===== src/hw/dac_bringup_pkg.sv =====
// Shared constants, register map and carrier types for the DAC bring-up and link check block.
package dac_bringup_pkg;

  localparam int ADDR_W = 8;
  localparam int DATA_W = 32;
  localparam int LANES  = 12;
  localparam int BANKS  = 4;
  localparam int PAT_N  = 8;

  // Register offsets (byte addresses, one word each).
  localparam logic [ADDR_W-1:0] REG_CONFIG  = 8'h00;
  localparam logic [ADDR_W-1:0] REG_CONTROL = 8'h04;
  localparam logic [ADDR_W-1:0] REG_ALARM   = 8'h08;
  localparam logic [ADDR_W-1:0] REG_MASK    = 8'h0C;
  localparam logic [ADDR_W-1:0] REG_STATUS  = 8'h10;
  localparam logic [ADDR_W-1:0] REG_OSC     = 8'h14;
  localparam logic [ADDR_W-1:0] REG_CHKCTL  = 8'h18;
  localparam logic [ADDR_W-1:0] REG_CHKSTAT = 8'h1C;
  localparam logic [ADDR_W-1:0] REG_PAT0    = 8'h20;

  // CONTROL fields.
  localparam int CTL_DATAPATH_ENABLE     = 0;
  localparam int CTL_TX_A      = 1;
  localparam int CTL_TX_B      = 2;
  localparam int CTL_MRK_ALIGN = 3;
  localparam int CTL_SR_ALIGN  = 4;
  localparam int CTL_OSC_RUN   = 5;
  localparam int CTL_OSC_BLK   = 6;
  localparam int CTL_OSC_SYNC  = 7;
  localparam int CTL_SYNC_SRC  = 8;
  localparam int CTL_DLY_LSB   = 12;
  localparam int DLY_W         = 4;

  // ALARM bits, write one to clear.
  localparam int ALM_LINK_CLK = 0;
  localparam int ALM_MARKER   = 1;
  localparam int ALM_SYS      = 2;
  localparam int ALM_W        = 3;

  // STATUS bits.
  localparam int ST_FUSE_DONE = 0;
  localparam int ST_MRK_DET   = 1;
  localparam int ST_SR_DET    = 2;
  localparam int ST_FLUSHED   = 3;
  localparam int ST_MUTED     = 4;

  // Link check control bits.
  localparam int CK_EN     = 0;
  localparam int CK_CONT   = 1;
  localparam int CK_LOCK   = 2;
  localparam int CK_TRIG   = 3;
  localparam int CK_BANK   = 4;

  localparam int FUSE_WORDS  = 16;
  localparam int FLUSH_CYC   = 100;
  localparam logic [7:0] MUTE_MASK_RST = 8'h07;

  typedef struct packed {
    logic               wr;
    logic               rd;
    logic [ADDR_W-1:0]  addr;
    logic [DATA_W-1:0]  wdata;
  } reg_req_t;

  typedef struct packed {
    logic               clk;
    logic               marker;
    logic [LANES-1:0]   data;
  } link_pins_t;

  typedef enum logic [1:0] {
    CK_IDLE = 2'b00,
    CK_RUN  = 2'b01,
    CK_STOP = 2'b11
  } check_state_t;

endpackage


===== src/hw/fuse_loader.sv =====
// Self-starting trim loader that walks the fuse array after reset.
`timescale 1ns/1ps
module fuse_loader #(
  parameter int WORDS = dac_bringup_pkg::FUSE_WORDS
) (
  input  wire logic clk,
  input  wire logic rstn,
  output logic      fuse_done
);
  import dac_bringup_pkg::*;

  logic [$clog2(WORDS+1)-1:0] idx_ff;

  // Loading starts on its own once reset is gone.
  always_ff @(posedge clk or negedge rstn)
  begin
    if (!rstn)
      idx_ff <= '0;
    else if (idx_ff != ($clog2(WORDS+1))'(WORDS))
      idx_ff <= idx_ff + 1'b1;
  end

  always_ff @(posedge clk or negedge rstn)
  begin
    if (!rstn)
      fuse_done <= 1'b0;
    else
      fuse_done <= (idx_ff == ($clog2(WORDS+1))'(WORDS));
  end

  a_fuse_start: assert property (@(posedge clk) disable iff (!rstn)
    (idx_ff == '0) |=> (idx_ff == ($clog2(WORDS+1))'(1)))
    else $error("fuse load did not start");
  a_fuse_done_time: assert property (@(posedge clk) disable iff (!rstn)
    (idx_ff == ($clog2(WORDS+1))'(WORDS - 1)) |=> ##2 fuse_done)
    else $error("fuse done late");
endmodule


===== src/hw/link_sampler.sv =====
// Three-stage synchroniser for the link pins with link clock edge detection.
`timescale 1ns/1ps
module link_sampler (
  input  wire logic                        clk,
  input  wire logic                        rstn,
  input  wire dac_bringup_pkg::link_pins_t pins,
  output dac_bringup_pkg::link_pins_t      stable,
  output logic                             link_edge
);
  import dac_bringup_pkg::*;

  link_pins_t s1_ff;
  link_pins_t s2_ff;
  link_pins_t s3_ff;

  always_ff @(posedge clk or negedge rstn)
  begin
    if (!rstn)
    begin
      s1_ff <= '0;
      s2_ff <= '0;
      s3_ff <= '0;
    end
    else
    begin
      s1_ff <= pins;
      s2_ff <= s1_ff;
      s3_ff <= s2_ff;
    end
  end

  // A bit only changes once the second and third stage agree on it.
  always_ff @(posedge clk or negedge rstn)
  begin
    if (!rstn)
      stable <= '0;
    else
      stable <= (s2_ff & s3_ff) | (stable & (s2_ff | s3_ff));
  end

  // Both link clock edges carry data, so either edge counts.
  always_ff @(posedge clk or negedge rstn)
  begin
    if (!rstn)
      link_edge <= 1'b0;
    else
      link_edge <= (s2_ff.clk == s3_ff.clk) && (s2_ff.clk != stable.clk);
  end
endmodule


===== src/hw/dac_bringup.sv =====
// Bring-up sequencing, alignment, alarm, mute and link pattern check for the DAC.
// Function
// - Fuse load begins by itself after reset.
// - Fuse done status reads one when loaded.
// - Marker align request sets marker detected.
// - Sysref align enable sets sysref detected.
// - Wait 100 sample cycles after alarm clear.
// - Transmit via pin or channel enable bits.
// - Oscillator words apply directly while stopped.
// - Accumulator sync uses selected sync source.
// - No automatic sysref alignment in tone mode.
// - Check eight-sample pattern against expected values.
// - Stop-on-fail freezes; continue accumulates line misses.
// - Banks maskable; only configured banks checked.
// - Enable, transmit, trigger; poll running or misses.
//
// Implementation choices: the strobed register port and the register offsets.
`timescale 1ns/1ps
module dac_bringup #(
  parameter int FLUSH = dac_bringup_pkg::FLUSH_CYC,
  parameter int WORDS = dac_bringup_pkg::FUSE_WORDS
) (
  input  wire logic                                   clk,
  input  wire logic                                   rstn,
  input  wire dac_bringup_pkg::reg_req_t              req,
  output logic [dac_bringup_pkg::DATA_W-1:0]          rdata_ff,
  input  wire dac_bringup_pkg::link_pins_t            link_pins,
  input  wire logic                                   sysref,
  input  wire logic                                   tx_pin,
  input  wire logic                                   sync_request_low,
  output logic                                        out_mute_ff,
  output logic [1:0]                                  tx_active_ff,
  output logic [31:0]                                 osc_freq_ff,
  output logic                                        osc_sync_ff
);
  import dac_bringup_pkg::*;

  logic        fuse_done;
  link_pins_t  lnk;
  logic        link_edge;
  logic [31:0] config_ff;
  logic [31:0] control_ff;
  logic [ALM_W-1:0] alarm_ff;
  logic [7:0]  mute_mask_ff;
  logic        mrk_det_ff;
  logic        sr_det_ff;
  logic [31:0] osc_shadow_ff;
  logic [7:0]  chkctl_ff;
  logic [LANES-1:0] pat_ff [PAT_N];
  logic [7:0]  flush_cnt_ff;
  logic        flushed_ff;
  logic [2:0]  pos_ff;
  logic [LANES-1:0] miss_ff;
  logic [LANES-1:0] fail_frame_ff;
  logic [2:0]  fail_pos_ff;
  logic        fail_sum_ff;
  check_state_t ck_ff;
  logic [2:0]  sr_hist_ff;
  logic        sr_edge;
  logic [LANES-1:0] bank_lanes;
  logic [LANES-1:0] diff;
  logic        wr_ctl;
  logic        sys_clear;

  fuse_loader #(.WORDS(WORDS)) u_fuse (
    .clk       (clk),
    .rstn      (rstn),
    .fuse_done (fuse_done)
  );

  link_sampler u_link (
    .clk       (clk),
    .rstn      (rstn),
    .pins      (link_pins),
    .stable    (lnk),
    .link_edge (link_edge)
  );

  //////////////////////////////////////////////////////////////////////////////
  // Register writes.

  assign wr_ctl    = req.wr && (req.addr == REG_CONTROL);
  assign sys_clear = req.wr && (req.addr == REG_ALARM) && req.wdata[ALM_SYS];

  always_ff @(posedge clk or negedge rstn)
  begin
    if (!rstn)
    begin
      config_ff    <= '0;
      control_ff   <= '0;
      mute_mask_ff <= MUTE_MASK_RST;
      chkctl_ff    <= '0;
    end
    else
    begin
      if (req.wr && req.addr == REG_CONFIG)
        config_ff <= req.wdata;
      if (wr_ctl)
        control_ff <= req.wdata;
      else
        control_ff[CTL_OSC_SYNC] <= 1'b0;
      if (req.wr && req.addr == REG_MASK)
        mute_mask_ff <= req.wdata[7:0];
      if (req.wr && req.addr == REG_CHKCTL)
        chkctl_ff <= req.wdata[7:0];
      else
        chkctl_ff[CK_TRIG] <= 1'b0;
    end
  end

  genvar g;
  generate
    for (g = 0; g < PAT_N; g++)
    begin : g_pat
      always_ff @(posedge clk or negedge rstn)
      begin
        if (!rstn)
          pat_ff[g] <= '0;
        else if (req.wr && req.addr == REG_PAT0 + ADDR_W'(4 * g))
          pat_ff[g] <= req.wdata[LANES-1:0];
      end
    end
  endgenerate

  //////////////////////////////////////////////////////////////////////////////
  // Oscillator: words apply directly while stopped, else only when not blocked.

  always_ff @(posedge clk or negedge rstn)
  begin
    if (!rstn)
    begin
      osc_shadow_ff <= '0;
      osc_freq_ff   <= '0;
    end
    else
    begin
      if (req.wr && req.addr == REG_OSC)
        osc_shadow_ff <= req.wdata;
      if (!control_ff[CTL_OSC_RUN] || !control_ff[CTL_OSC_BLK])
        osc_freq_ff <= osc_shadow_ff;
    end
  end

  // Sync source 0 is the software pulse, 1 is a captured sysref edge.
  always_ff @(posedge clk or negedge rstn)
  begin
    if (!rstn)
      osc_sync_ff <= 1'b0;
    else
      osc_sync_ff <= control_ff[CTL_OSC_RUN] &&
                     (control_ff[CTL_SYNC_SRC] ? sr_edge : control_ff[CTL_OSC_SYNC]);
  end

  //////////////////////////////////////////////////////////////////////////////
  // Alignment and alarms.

  always_ff @(posedge clk or negedge rstn)
  begin
    if (!rstn)
      sr_hist_ff <= '0;
    else
      sr_hist_ff <= {sr_hist_ff[1:0], sysref};
  end
  assign sr_edge = sr_hist_ff[1] && sr_hist_ff[2] == sr_hist_ff[1] ? 1'b0 : sr_hist_ff[1];

  // Detection flags: any write to status clears; a capture in the same cycle wins.
  always_ff @(posedge clk or negedge rstn)
  begin
    if (!rstn)
    begin
      mrk_det_ff <= 1'b0;
      sr_det_ff  <= 1'b0;
    end
    else
    begin
      if (control_ff[CTL_DATAPATH_ENABLE] && control_ff[CTL_MRK_ALIGN] && lnk.marker && link_edge)
        mrk_det_ff <= 1'b1;
      else if (req.wr && req.addr == REG_STATUS)
        mrk_det_ff <= 1'b0;
      // Sysref never aligns on its own; the enable must be set.
      if (control_ff[CTL_DATAPATH_ENABLE] && control_ff[CTL_SR_ALIGN] && sr_edge)
        sr_det_ff <= 1'b1;
      else if (req.wr && req.addr == REG_STATUS)
        sr_det_ff <= 1'b0;
    end
  end

  // Alarms: link clock stall, marker out of period; write one clears, set wins.
  logic [3:0] idle_ff;
  always_ff @(posedge clk or negedge rstn)
  begin
    if (!rstn)
      idle_ff <= '0;
    else if (link_edge || !control_ff[CTL_DATAPATH_ENABLE])
      idle_ff <= '0;
    else if (idle_ff != 4'hF)
      idle_ff <= idle_ff + 4'h1;
  end

  always_ff @(posedge clk or negedge rstn)
  begin
    if (!rstn)
      alarm_ff <= '0;
    else
    begin
      logic [ALM_W-1:0] set;
      set = '0;
      set[ALM_LINK_CLK] = (idle_ff == 4'hE);
      set[ALM_MARKER]   = control_ff[CTL_DATAPATH_ENABLE] && link_edge && lnk.marker && (pos_ff != 3'h0);
      set[ALM_SYS]      = set[ALM_LINK_CLK] | set[ALM_MARKER];
      alarm_ff <= (alarm_ff & ~((req.wr && req.addr == REG_ALARM) ?
                   req.wdata[ALM_W-1:0] : '0)) | set;
    end
  end

  // Flush counter restarts on every system alarm clear.
  always_ff @(posedge clk or negedge rstn)
  begin
    if (!rstn)
    begin
      flush_cnt_ff <= '0;
      flushed_ff   <= 1'b0;
    end
    else if (sys_clear)
    begin
      flush_cnt_ff <= '0;
      flushed_ff   <= 1'b0;
    end
    else if (flush_cnt_ff != 8'(FLUSH))
      flush_cnt_ff <= flush_cnt_ff + 8'h1;
    else
      flushed_ff <= 1'b1;
  end

  //////////////////////////////////////////////////////////////////////////////
  // Transmit and mute.

  logic [1:0] tx_req;
  assign tx_req = {control_ff[CTL_TX_B], control_ff[CTL_TX_A]} | {2{tx_pin}};

  always_ff @(posedge clk or negedge rstn)
  begin
    if (!rstn)
      tx_active_ff <= '0;
    else
      tx_active_ff <= tx_req & {2{control_ff[CTL_DATAPATH_ENABLE] && flushed_ff}};
  end

  always_ff @(posedge clk or negedge rstn)
  begin
    if (!rstn)
      out_mute_ff <= 1'b1;
    else
      out_mute_ff <= (tx_req == 2'b00) || !flushed_ff ||
                     (alarm_ff[ALM_LINK_CLK] && !mute_mask_ff[6]) ||
                     (alarm_ff[ALM_MARKER] && !mute_mask_ff[5]);
  end

  //////////////////////////////////////////////////////////////////////////////
  // Link pattern check.

  generate
    for (g = 0; g < BANKS; g++)
    begin : g_bank
      // Bank used when enabled by channel setting and not masked.
      assign bank_lanes[g*3 +: 3] = {3{config_ff[g] && !chkctl_ff[CK_BANK+g]}};
    end
  endgenerate

  assign diff = (lnk.data ^ pat_ff[pos_ff]) & bank_lanes;

  always_ff @(posedge clk or negedge rstn)
  begin
    if (!rstn)
      pos_ff <= '0;
    // A marker sample is position zero, so the sample after it is position one.
    else if (link_edge && lnk.marker && (chkctl_ff[CK_LOCK] || control_ff[CTL_MRK_ALIGN]))
      pos_ff <= 3'h1;
    else if (link_edge)
      pos_ff <= pos_ff + 3'h1;
  end

  always_ff @(posedge clk or negedge rstn)
  begin
    if (!rstn)
    begin
      ck_ff         <= CK_IDLE;
      miss_ff       <= '0;
      fail_frame_ff <= '0;
      fail_pos_ff   <= '0;
      fail_sum_ff   <= 1'b0;
    end
    else
    begin
      unique case (ck_ff)
        CK_IDLE:
          if (chkctl_ff[CK_EN] && chkctl_ff[CK_TRIG] && tx_req != 2'b00)
          begin
            ck_ff       <= CK_RUN;
            miss_ff     <= '0;
            fail_sum_ff <= 1'b0;
          end
        CK_RUN:
          if (!chkctl_ff[CK_EN])
            ck_ff <= CK_IDLE;
          else if (link_edge && diff != '0)
          begin
            miss_ff     <= miss_ff | diff;
            fail_sum_ff <= 1'b1;
            if (!chkctl_ff[CK_CONT])
            begin
              fail_frame_ff <= lnk.data;
              fail_pos_ff   <= pos_ff;
              ck_ff         <= CK_STOP;
            end
          end
        CK_STOP:
          if (!chkctl_ff[CK_EN])
            ck_ff <= CK_IDLE;
      endcase
    end
  end

  //////////////////////////////////////////////////////////////////////////////
  // Read port: data in the cycle after the strobe.

  always_ff @(posedge clk or negedge rstn)
  begin
    if (!rstn)
      rdata_ff <= '0;
    else if (req.rd)
      unique case (req.addr)
        REG_CONFIG:  rdata_ff <= config_ff;
        REG_CONTROL: rdata_ff <= control_ff;
        REG_ALARM:   rdata_ff <= {29'h0, alarm_ff};
        REG_MASK:    rdata_ff <= {24'h0, mute_mask_ff};
        REG_STATUS:  rdata_ff <= {27'h0, out_mute_ff, flushed_ff, sr_det_ff,
                                  mrk_det_ff, fuse_done};
        REG_OSC:     rdata_ff <= osc_shadow_ff;
        REG_CHKCTL:  rdata_ff <= {22'h0, fail_sum_ff, ck_ff == CK_RUN, chkctl_ff};
        REG_CHKSTAT: rdata_ff <= {5'h0, fail_pos_ff, fail_frame_ff, miss_ff};
        default:     rdata_ff <= '0;
      endcase
    else
      rdata_ff <= '0;
  end

  a_tx_needs_flush: assert property (@(posedge clk) disable iff (!rstn)
    sys_clear |=> ##1 (tx_active_ff == 2'b00))
    else $error("transmit before flush");
  a_mute_no_tx: assert property (@(posedge clk) disable iff (!rstn)
    (tx_req == 2'b00) |=> out_mute_ff)
    else $error("output unmuted without transmit");
  a_tx_pin: assert property (@(posedge clk) disable iff (!rstn)
    (tx_pin && control_ff[CTL_DATAPATH_ENABLE] && flushed_ff) |=> (tx_active_ff == 2'b11))
    else $error("pin did not enable transmit");
  a_osc_direct: assert property (@(posedge clk) disable iff (!rstn)
    !control_ff[CTL_OSC_RUN] |=> (osc_freq_ff == $past(osc_shadow_ff)))
    else $error("oscillator word not applied");
  a_mrk_detect: assert property (@(posedge clk) disable iff (!rstn)
    (control_ff[CTL_DATAPATH_ENABLE] && control_ff[CTL_MRK_ALIGN] && lnk.marker && link_edge)
    |=> mrk_det_ff)
    else $error("marker not detected");
  a_sr_needs_en: assert property (@(posedge clk) disable iff (!rstn)
    (!sr_det_ff && !control_ff[CTL_SR_ALIGN]) |=> !sr_det_ff)
    else $error("sysref aligned without enable");
  a_stop_freeze: assert property (@(posedge clk) disable iff (!rstn)
    (ck_ff == CK_STOP && chkctl_ff[CK_EN]) |=> $stable(fail_frame_ff) && ck_ff == CK_STOP)
    else $error("stopped check changed");
  a_bank_mask: assert property (@(posedge clk) disable iff (!rstn)
    ((diff & ~bank_lanes) == '0))
    else $error("masked bank checked");
  a_sync_src: assert property (@(posedge clk) disable iff (!rstn)
    osc_sync_ff |-> $past(control_ff[CTL_OSC_RUN]))
    else $error("sync while stopped");
endmodule


===== config.mk =====
export PLATFORM = sky130hd
export DESIGN_NAME = dac_bringup
export DESIGN_NICKNAME = d
export VERILOG_FILES = /design/src/hw/dac_bringup_pkg.sv /design/src/hw/fuse_loader.sv /design/src/hw/link_sampler.sv /design/src/hw/dac_bringup.sv
export SDC_FILE = /design/constraint.sdc
export NUM_CORES = 1
export LEC_CHECK = 0
export ABC_AREA = 1
export CELL_PAD_IN_SITES_DETAIL_PLACEMENT = 0
export CELL_PAD_IN_SITES_GLOBAL_PLACEMENT = 1
export CORE_MARGIN = 5
export CORE_UTILIZATION = 25
export DETAILED_ROUTE_END_ITERATION = 7
export DONT_BUFFER_PORTS = 1
export GPL_TIMING_DRIVEN = 1
export PLACE_DENSITY = 0.55
export SYNTH_ARGS = -nofsm -noshare
export SYNTH_HDL_FRONTEND = slang
export SYNTH_SLANG_ARGS = --single-unit

===== constraint.sdc =====
create_clock -name clk -period 2.1 [get_ports clk]
set_input_delay 0.315 -clock clk [delete_from_list [all_inputs] [get_ports clk]]
set_output_delay 0.315 -clock clk [all_outputs]
set_load 0.02 [all_outputs]

==> run metrics, run 1 <==
status complete, but fails checks; failing checks hold timing, slew limit, setup timing; top cell type's share of synthesized area 0.593; gpl congestion around 0.80; Post-CTS Hold Buffers 50; Final ANT Viol Nets 0; Overflow after GRT 0; total wire length around 50 mm; Finished Core Util 0.319; synth unique cells 46; drt via density between 4 and 5; placed insts about 2,600; DP HPWL roughly 33 mm; unrepaired setup endpoints after global routing true; core box area between 60,000 and 70,000 µm²; pwr/cell area ~970 nW/µm²; PnR worst setup slack -0.00839 ns; # setup viols final 2; cts bufs inserted 46; Most common cell on crit path nand2_1; via count between 10,000 and 15,000; layout cells sized above 1 0.176; Slew headroom -0.177; Flop pwr share 0.413; final hold slack -0.489 ns; CP Launch Point pos_ff[0]; Port Buffer Count 0; Largest delay share family, worst path simple AND/OR/NAND/NOR gates; H-tree depth 2; worst path required time between 2 and 3 ns; chip width 266 µm; Lkg Pwr 9.81 nW; worst path buffer plus inverter count 4; Std-Cell Rows 94; CP Cell Sequence buf_12 -> clkinv_16 -> clkbuf_16 -> nand2_1 -> nand2_1 -> nand2_1 -> nand3_1 -> nand2_1 -> nand2_1 -> nand3_2 -> nand2_2 -> nor2_4 -> nand3_4 -> nand2_8 -> clkinv_8 -> nand2_8 -> nand2_2 -> nand2_1; Internal between 10 and 15 mW; Crit-path slowest cell dfrtp_2; top cell type by total area after synthesis dfrtp_1; Tcrit/Tclk final 1.00; combinational share of power 0.177; DRC viols 0; Root Buffer clkbuf_16; Seq cells post-synth 393; total track usage 0.138; ys flop type dfrtp_1; Area contributors post-synth dfrtp_1, nand2_1, o21ai_0; final hold vios between 300 and 400; Tmin final between 2 and 2.5 ns; VDD IR-drop max around 0.52 mV; fillcell total about 6,800; n_diodes 0; worst-case clock buffer depth 3; TNS Setup -0.0119 ns; fin. max-slew vios 147; first-pass GRT wire length 76.9 mm; register-to-register setup slack -0.008 ns; arrival time of the worst setup path 2.62 ns; Fmax achieved between 400 and 500 MHz; 1st-iter DRT viols 1,018; synth warn 0; # IOs around 130; number of enable flip-flop cells after synthesis 0; 1st-pass router iterations 5; pin count of the biggest net entering global routing a little under 400; RR Startpoint pos_ff[0]; Worst setup SP type register; Die ar. a little over 70,000 µm²; skew final 0.0245 ns; Synthesized Nets roughly 1,800; Mapped Cells 1,757; clk slew on worst S/H paths 0.06 ns; Slew @ Worst Pin roughly 1.8 ns; clk_lat worst skew just under 0.6 ns; critical path endpoint category register; Cell Area, Synth 16,400 µm²; chip height ~270 µm; CTS tree done; Async S/R FF share, synth 1.00; vias in the first global route roughly 12,000; Worst path max stage delay roughly 0.39 ns; Final Net Count 1,956; Net Sw Frac 0.281; Avg Inst Size Synth between 9 and 10 µm²; Seq/Total Area, Yosys 0.599; sw power about 5.7 mW; critical path fanouts, max 8; post-route insts no fill ~2,800; CTS Sinks a little under 400; max cap viols 0; Crit Path Class reg2reg; Clock Power Share 0.409; routed len/inst about 18 µm; Initial Util 0.251; area growth from synthesis to layout 27.0%; worst min-delay path class in2async; antenna violations before repair 0
-- Yosys cell counts (3+ instances only) --
cell / number
nand2_1: 459
dfrtp_1: 389
o21ai_0: 222
inv_1: 203
nand3_1: 124
nor2_1: 57
clkbuf_1: 56
a21oi_1: 32
mux2_2: 32
a221oi_1: 21
a32o_1: 15
nand4_1: 14
maj3_1: 13
nor3_1: 11
ha_1: 10
nand2_2: 10
buf_2: 9
o21ai_1: 9
buf_4: 8
buf_6: 7
o22ai_1: 7
buf_1: 6
nor3_2: 5
a41oi_1: 4
dfstp_2: 4
nor4_1: 3
-- state kept, by name (all words and copies together) (netlist names), 2 cells and up --
name           count
alarm_ff           3
chkctl_ff          8
ck_ff              2
config_ff         32
control_ff        32
fail_frame_ff     12
fail_pos_ff        3
flush_cnt_ff       8
idle_ff            4
miss_ff           12
mute_mask_ff       8
osc_freq_ff       32
osc_shadow_ff     32
pat_ff            96
pos_ff             3
rdata_ff          32
sr_hist_ff         3
tx_active_ff       2
u_fuse.idx_ff      5
u_link.s1_ff      14
u_link.s2_ff      14
u_link.s3_ff      14
u_link.stable     14
-- kinds of logic after synthesis --
group | count (synthesis) | share of synthesized area
XOR/XNOR | 4 | 0.00213
AND/OR/NAND/NOR | 686 | 0.175
flip-flops | 393 | 0.599
buffers and inverters | 296 | 0.0747
multiplexers | 32 | 0.0220
AO/OA/AOI/OAI | 323 | 0.112
adder cells (fa/ha/maj) | 23 | 0.0155
-- path summary, 6_finish.rpt --
check,end,cells after the start
worst max register to register,fail_frame_ff[10],18
min in group clk,rdata_ff[29],4
worst min-delay path,pat_ff[70],0
max in group asynchronous,chkctl_ff[5],0
worst max-delay path,fail_frame_ff[10],18
worst min register to register,u_link.s2_ff[2],0
-- cell usage in the layout, fill, tap and decap left out, types with 3 or more instances in the layout --
master	count
nand2_1	434
dfrtp_1	388
o21ai_0	222
inv_1	203
buf_4	86
nand3_1	72
clkbuf_16	52
nand3_2	51
dlygate4sd3_1	50
nor2_1	49
a21oi_1	32
mux2_2	32
nand2_2	31
a221oi_1	21
buf_12	20
a32o_1	15
clkbuf_8	15
nand4_1	14
maj3_1	13
nor3_1	11
ha_1	10
o21ai_1	9
o22ai_1	7
clkbuf_1	7
clkinv_2	5
nor3_2	4
a41oi_1	4
nor2_2	4
nor2_4	4
dfstp_2	4
nand2_4	3
nand2_8	3
inv_4	3
bufinv_16	3
clkinvlp_4	3
-- stage by stage --
step | area, µm² | power [mW] | setup WS (ns)
3_3_place_gp | 18100 | 11.1 | -0.171
3_5_place_dp | 18100 | 11.2 | -0.187
5_1_grt | 20900 | 21.2 | -0.166
6_report | 20900 | 20.2 | -0.00839
4_1_cts | 20300 | 19.9 | -0.0262
2_1_floorplan | 16400 | 10.2 | 0.236
-- power groups by stage --
| stage | Combinational [mW] | Sequential (mW) | Clock (mW) |
|---|---|---|---|
| after floorplan | 1.83 | 8.36 | 0 |
| after global placement | 2.66 | 8.48 | 0 |
| after detailed placement | 2.68 | 8.50 | 0 |
| after CTS | 2.99 | 8.37 | 8.56 |
| after global routing | 3.96 | 8.40 | 8.88 |
| final | 3.58 | 8.35 | 8.28 |
-- per-layer routing --
| layer | vias up | track usage | routed length [µm] |
|---|---|---|---|
| met5 | - | 0 | 0 |
| met4 | 0 | 0.0331 | 1080 |
| met3 | 62 | 0.0276 | 2830 |
| met2 | 287 | 0.214 | 22700 |
| met1 | 6087 | 0.200 | 23200 |
| li1 | 5981 | - | - |
-- final cells by class --
class                   count  area, µm²  area share
repair inverters            2       12.5    0.000600
clock inverters            15        184     0.00882
inverters                 209        826      0.0396
repair buffers            164       1710      0.0820
multi-input cells        1069       5790       0.278
well taps                 864       1080      0.0518
flip-flops and latches    393       9840       0.472
clock buffers              69       1410      0.0676
-- timing repair --
| item | CTS | global route |
|---|---|---|
| gates resized for setup | 22 | 84 |
| hold endpoints to repair | 498 | 393 |
| gates cloned | 4 | 5 |
| setup buffers | 1 | 9 |
| pin swaps | 5 | 31 |
| setup endpoints to repair | 27 | 30 |
Power figures use the tool's default switching activity.
==> inputs of run 2 (changes only) <==
Settings changed: CELL_PAD_IN_SITES_DETAIL_PLACEMENT 0 to 2, CELL_PAD_IN_SITES_GLOBAL_PLACEMENT 1 to 2, PLACE_DENSITY 0.55 to 0.63.
==> run metrics, run 2 (synthesized netlist as in run 1, its figures left out) <==
worst path required time approximately 2.6 ns; failing checks hold timing, setup timing; multi-input logic area approximately 5700 µm²; critical path fanouts, max 8; max FFs per register 96; cts bufs inserted 47; Crit-path slowest cell dfrtp_2; VDD IR-drop max between 0.4 and 0.5 mV; worst path buffer plus inverter count 3; placed cell area 18,100 µm²; Tcrit/Tclk final 1.02; fin area 20,600 µm²; max cap viols 0; 1st-pass router iterations 5; commonest non-fill, non-tap cell in the layout nand2_1; Std-Cell Rows 94; n_diodes 0; fin. max-slew vios 0; routed len/inst between 20 and 25 µm; total wire length 56.4 mm; Final Net Count approximately 2,000; Die ar. 70,900 µm²; worst-case clock buffer depth 3; sw power a little under 6 mW; Initial Util 0.251; Worst path max stage delay ~0.47 ns; CP Cell Sequence buf_12 -> clkbuf_16 -> nand2_1 -> nand3_1 -> nand3_2 -> nand2_1 -> nand2_1 -> nand3_2 -> nand2_4 -> nor2_4 -> nand3_4 -> nand2_8 -> inv_8 -> nand2_8 -> nand2_2 -> nand2_1; Worst setup SP type register; Clock Power Share 0.404; Final ANT Viol Nets 0; Fmax achieved between 400 and 500 MHz; first-pass GRT wire length 87.8 mm; via count about 13,000; layout cells sized above 1 0.155; most frequent cells in the layout nand2_1, dfrtp_1, o21ai_0, inv_1, nand3_1; arrival time of the worst setup path approximately 2.6 ns; vias in the first global route between 10,000 and 15,000; CTS tree done; Net Sw Frac 0.290; PnR worst setup slack -0.0437 ns; # setup viols final 22; total track usage 0.158; pin count of the biggest net entering global routing 394; clk slew on worst S/H paths 0.06 ns; skew final approximately 0.021 ns; final hold vios between 300 and 400; Port Buffer Count 0; fillcell total between 7,000 and 8,000; 1st-iter DRT viols 703; Overflow after GRT 0; final hold slack -0.529 ns; Largest delay share family, worst path simple AND/OR/NAND/NOR gates; drt via density about 4.7; status complete, but fails checks; Slew headroom 0.161; Crit Path Class reg2reg; Most common cell on crit path nand2_1; Tmin final ~2.1 ns; Lkg Pwr ~9.7 nW; H-tree depth 2; register-to-register setup slack -0.04 ns; Reg area between 9000 and 10,000 µm²; DRC viols 0; unrepaired setup endpoints after global routing true; Flop pwr share 0.421; chip height 266 µm; antenna violations before repair 1; gpl congestion about 0.84; pwr/cell area approximately 970 nW/µm²; core box area ~65,000 µm²; critical path endpoint category register; Root Buffer clkbuf_16; worst min-delay path class in2async; # IOs approximately 130; combinational share of power 0.175; Post-CTS Hold Buffers 49; Slew @ Worst Pin 1.26 ns; clk_lat worst skew around 0.60 ns; area growth from synthesis to layout 25.4%; chip width around 270 µm; Reg with most FFs pat_ff; Internal between 10 and 15 mW; CTS Sinks approximately 390; DP HPWL 37.8 mm
run 2: cell count changes in the layout (fill, tap and decap cells not counted), moves of 5 or more:
cell / change
nand2_1: +11
nand2_2: -9
clkbuf_8: -5
buf_4: -7
nand3_1: +18
nand3_2: -18
run 2: final cells by class:
cell class / instances / area share
clock buffer: 66 / 0.0655
clock inverter: 12 / 0.00730
inverter: 209 / 0.0390
multi-input combinational: 1069 / 0.275
sequential: 393 / 0.478
tap: 864 / 0.0525
timing repair buffer: 158 / 0.0820
timing repair inverter: 2 / 0.000608
run 2: stage by stage:
| step | worst slack, ns | power, mW | TNS (ns) | instances | utilization |
|---|---|---|---|---|---|
| 4_1_cts | -0.0409 | 20.2 | -0.568 | 2772 | 0.314 |
| 6_report | -0.0437 | 19.9 | -0.680 | 2773 | 0.315 |
| 3_5_place_dp | -0.218 | 11.3 | -4.95 | 2631 | 0.277 |
| 3_3_place_gp | -0.195 | 11.2 | -4.21 | 2631 | 0.277 |
| 2_1_floorplan | 0.236 | 10.2 | 0 | 1757 | - |
| 5_1_grt | -0.186 | 20.9 | -4.21 | 2773 | 0.315 |
run 2: path summary, 6_finish.rpt:
check                                 from  depth (start not counted)                to
setup / recovery                 pos_ff[0]                         16  fail_frame_ff[9]
max in group asynchronous             rstn                          0         pos_ff[0]
hold / removal                        rstn                          0   flush_cnt_ff[5]
min in group clk                   req[37]                          4      rdata_ff[30]
setup reg to reg                 pos_ff[0]                         16  fail_frame_ff[9]
hold reg to reg            u_link.s1_ff[6]                          0   u_link.s2_ff[6]
run 2: timing repair:
action,4_1_cts,5_1_grt
pin swaps,21,1
endpoints found under the hold margin,496,393
endpoints found under the setup margin,28,29
gates cloned,6,1
setup buffers,8,0
gates resized for setup,67,6
run 2: layer usage:
metal,vias to the layer above,global-route usage,part of all wire
met4,0,0.0395,0.024
met3,70,0.0284,0.037
met5,-,0,0
li1,5962,-,-
met2,183,0.263,0.48
met1,6720,0.214,0.46
run 2: power groups by stage:
| stage | Combinational [mW] | Sequential, mW | Clock (mW) |
|---|---|---|---|
| 2_1_floorplan | 1.83 | 8.36 | 0 |
| 3_3_place_gp | 2.69 | 8.48 | 0 |
| 3_5_place_dp | 2.80 | 8.52 | 0 |
| 4_1_cts | 3.47 | 8.40 | 8.32 |
| 5_1_grt | 3.85 | 8.44 | 8.61 |
| 6_report | 3.49 | 8.39 | 8.04 |
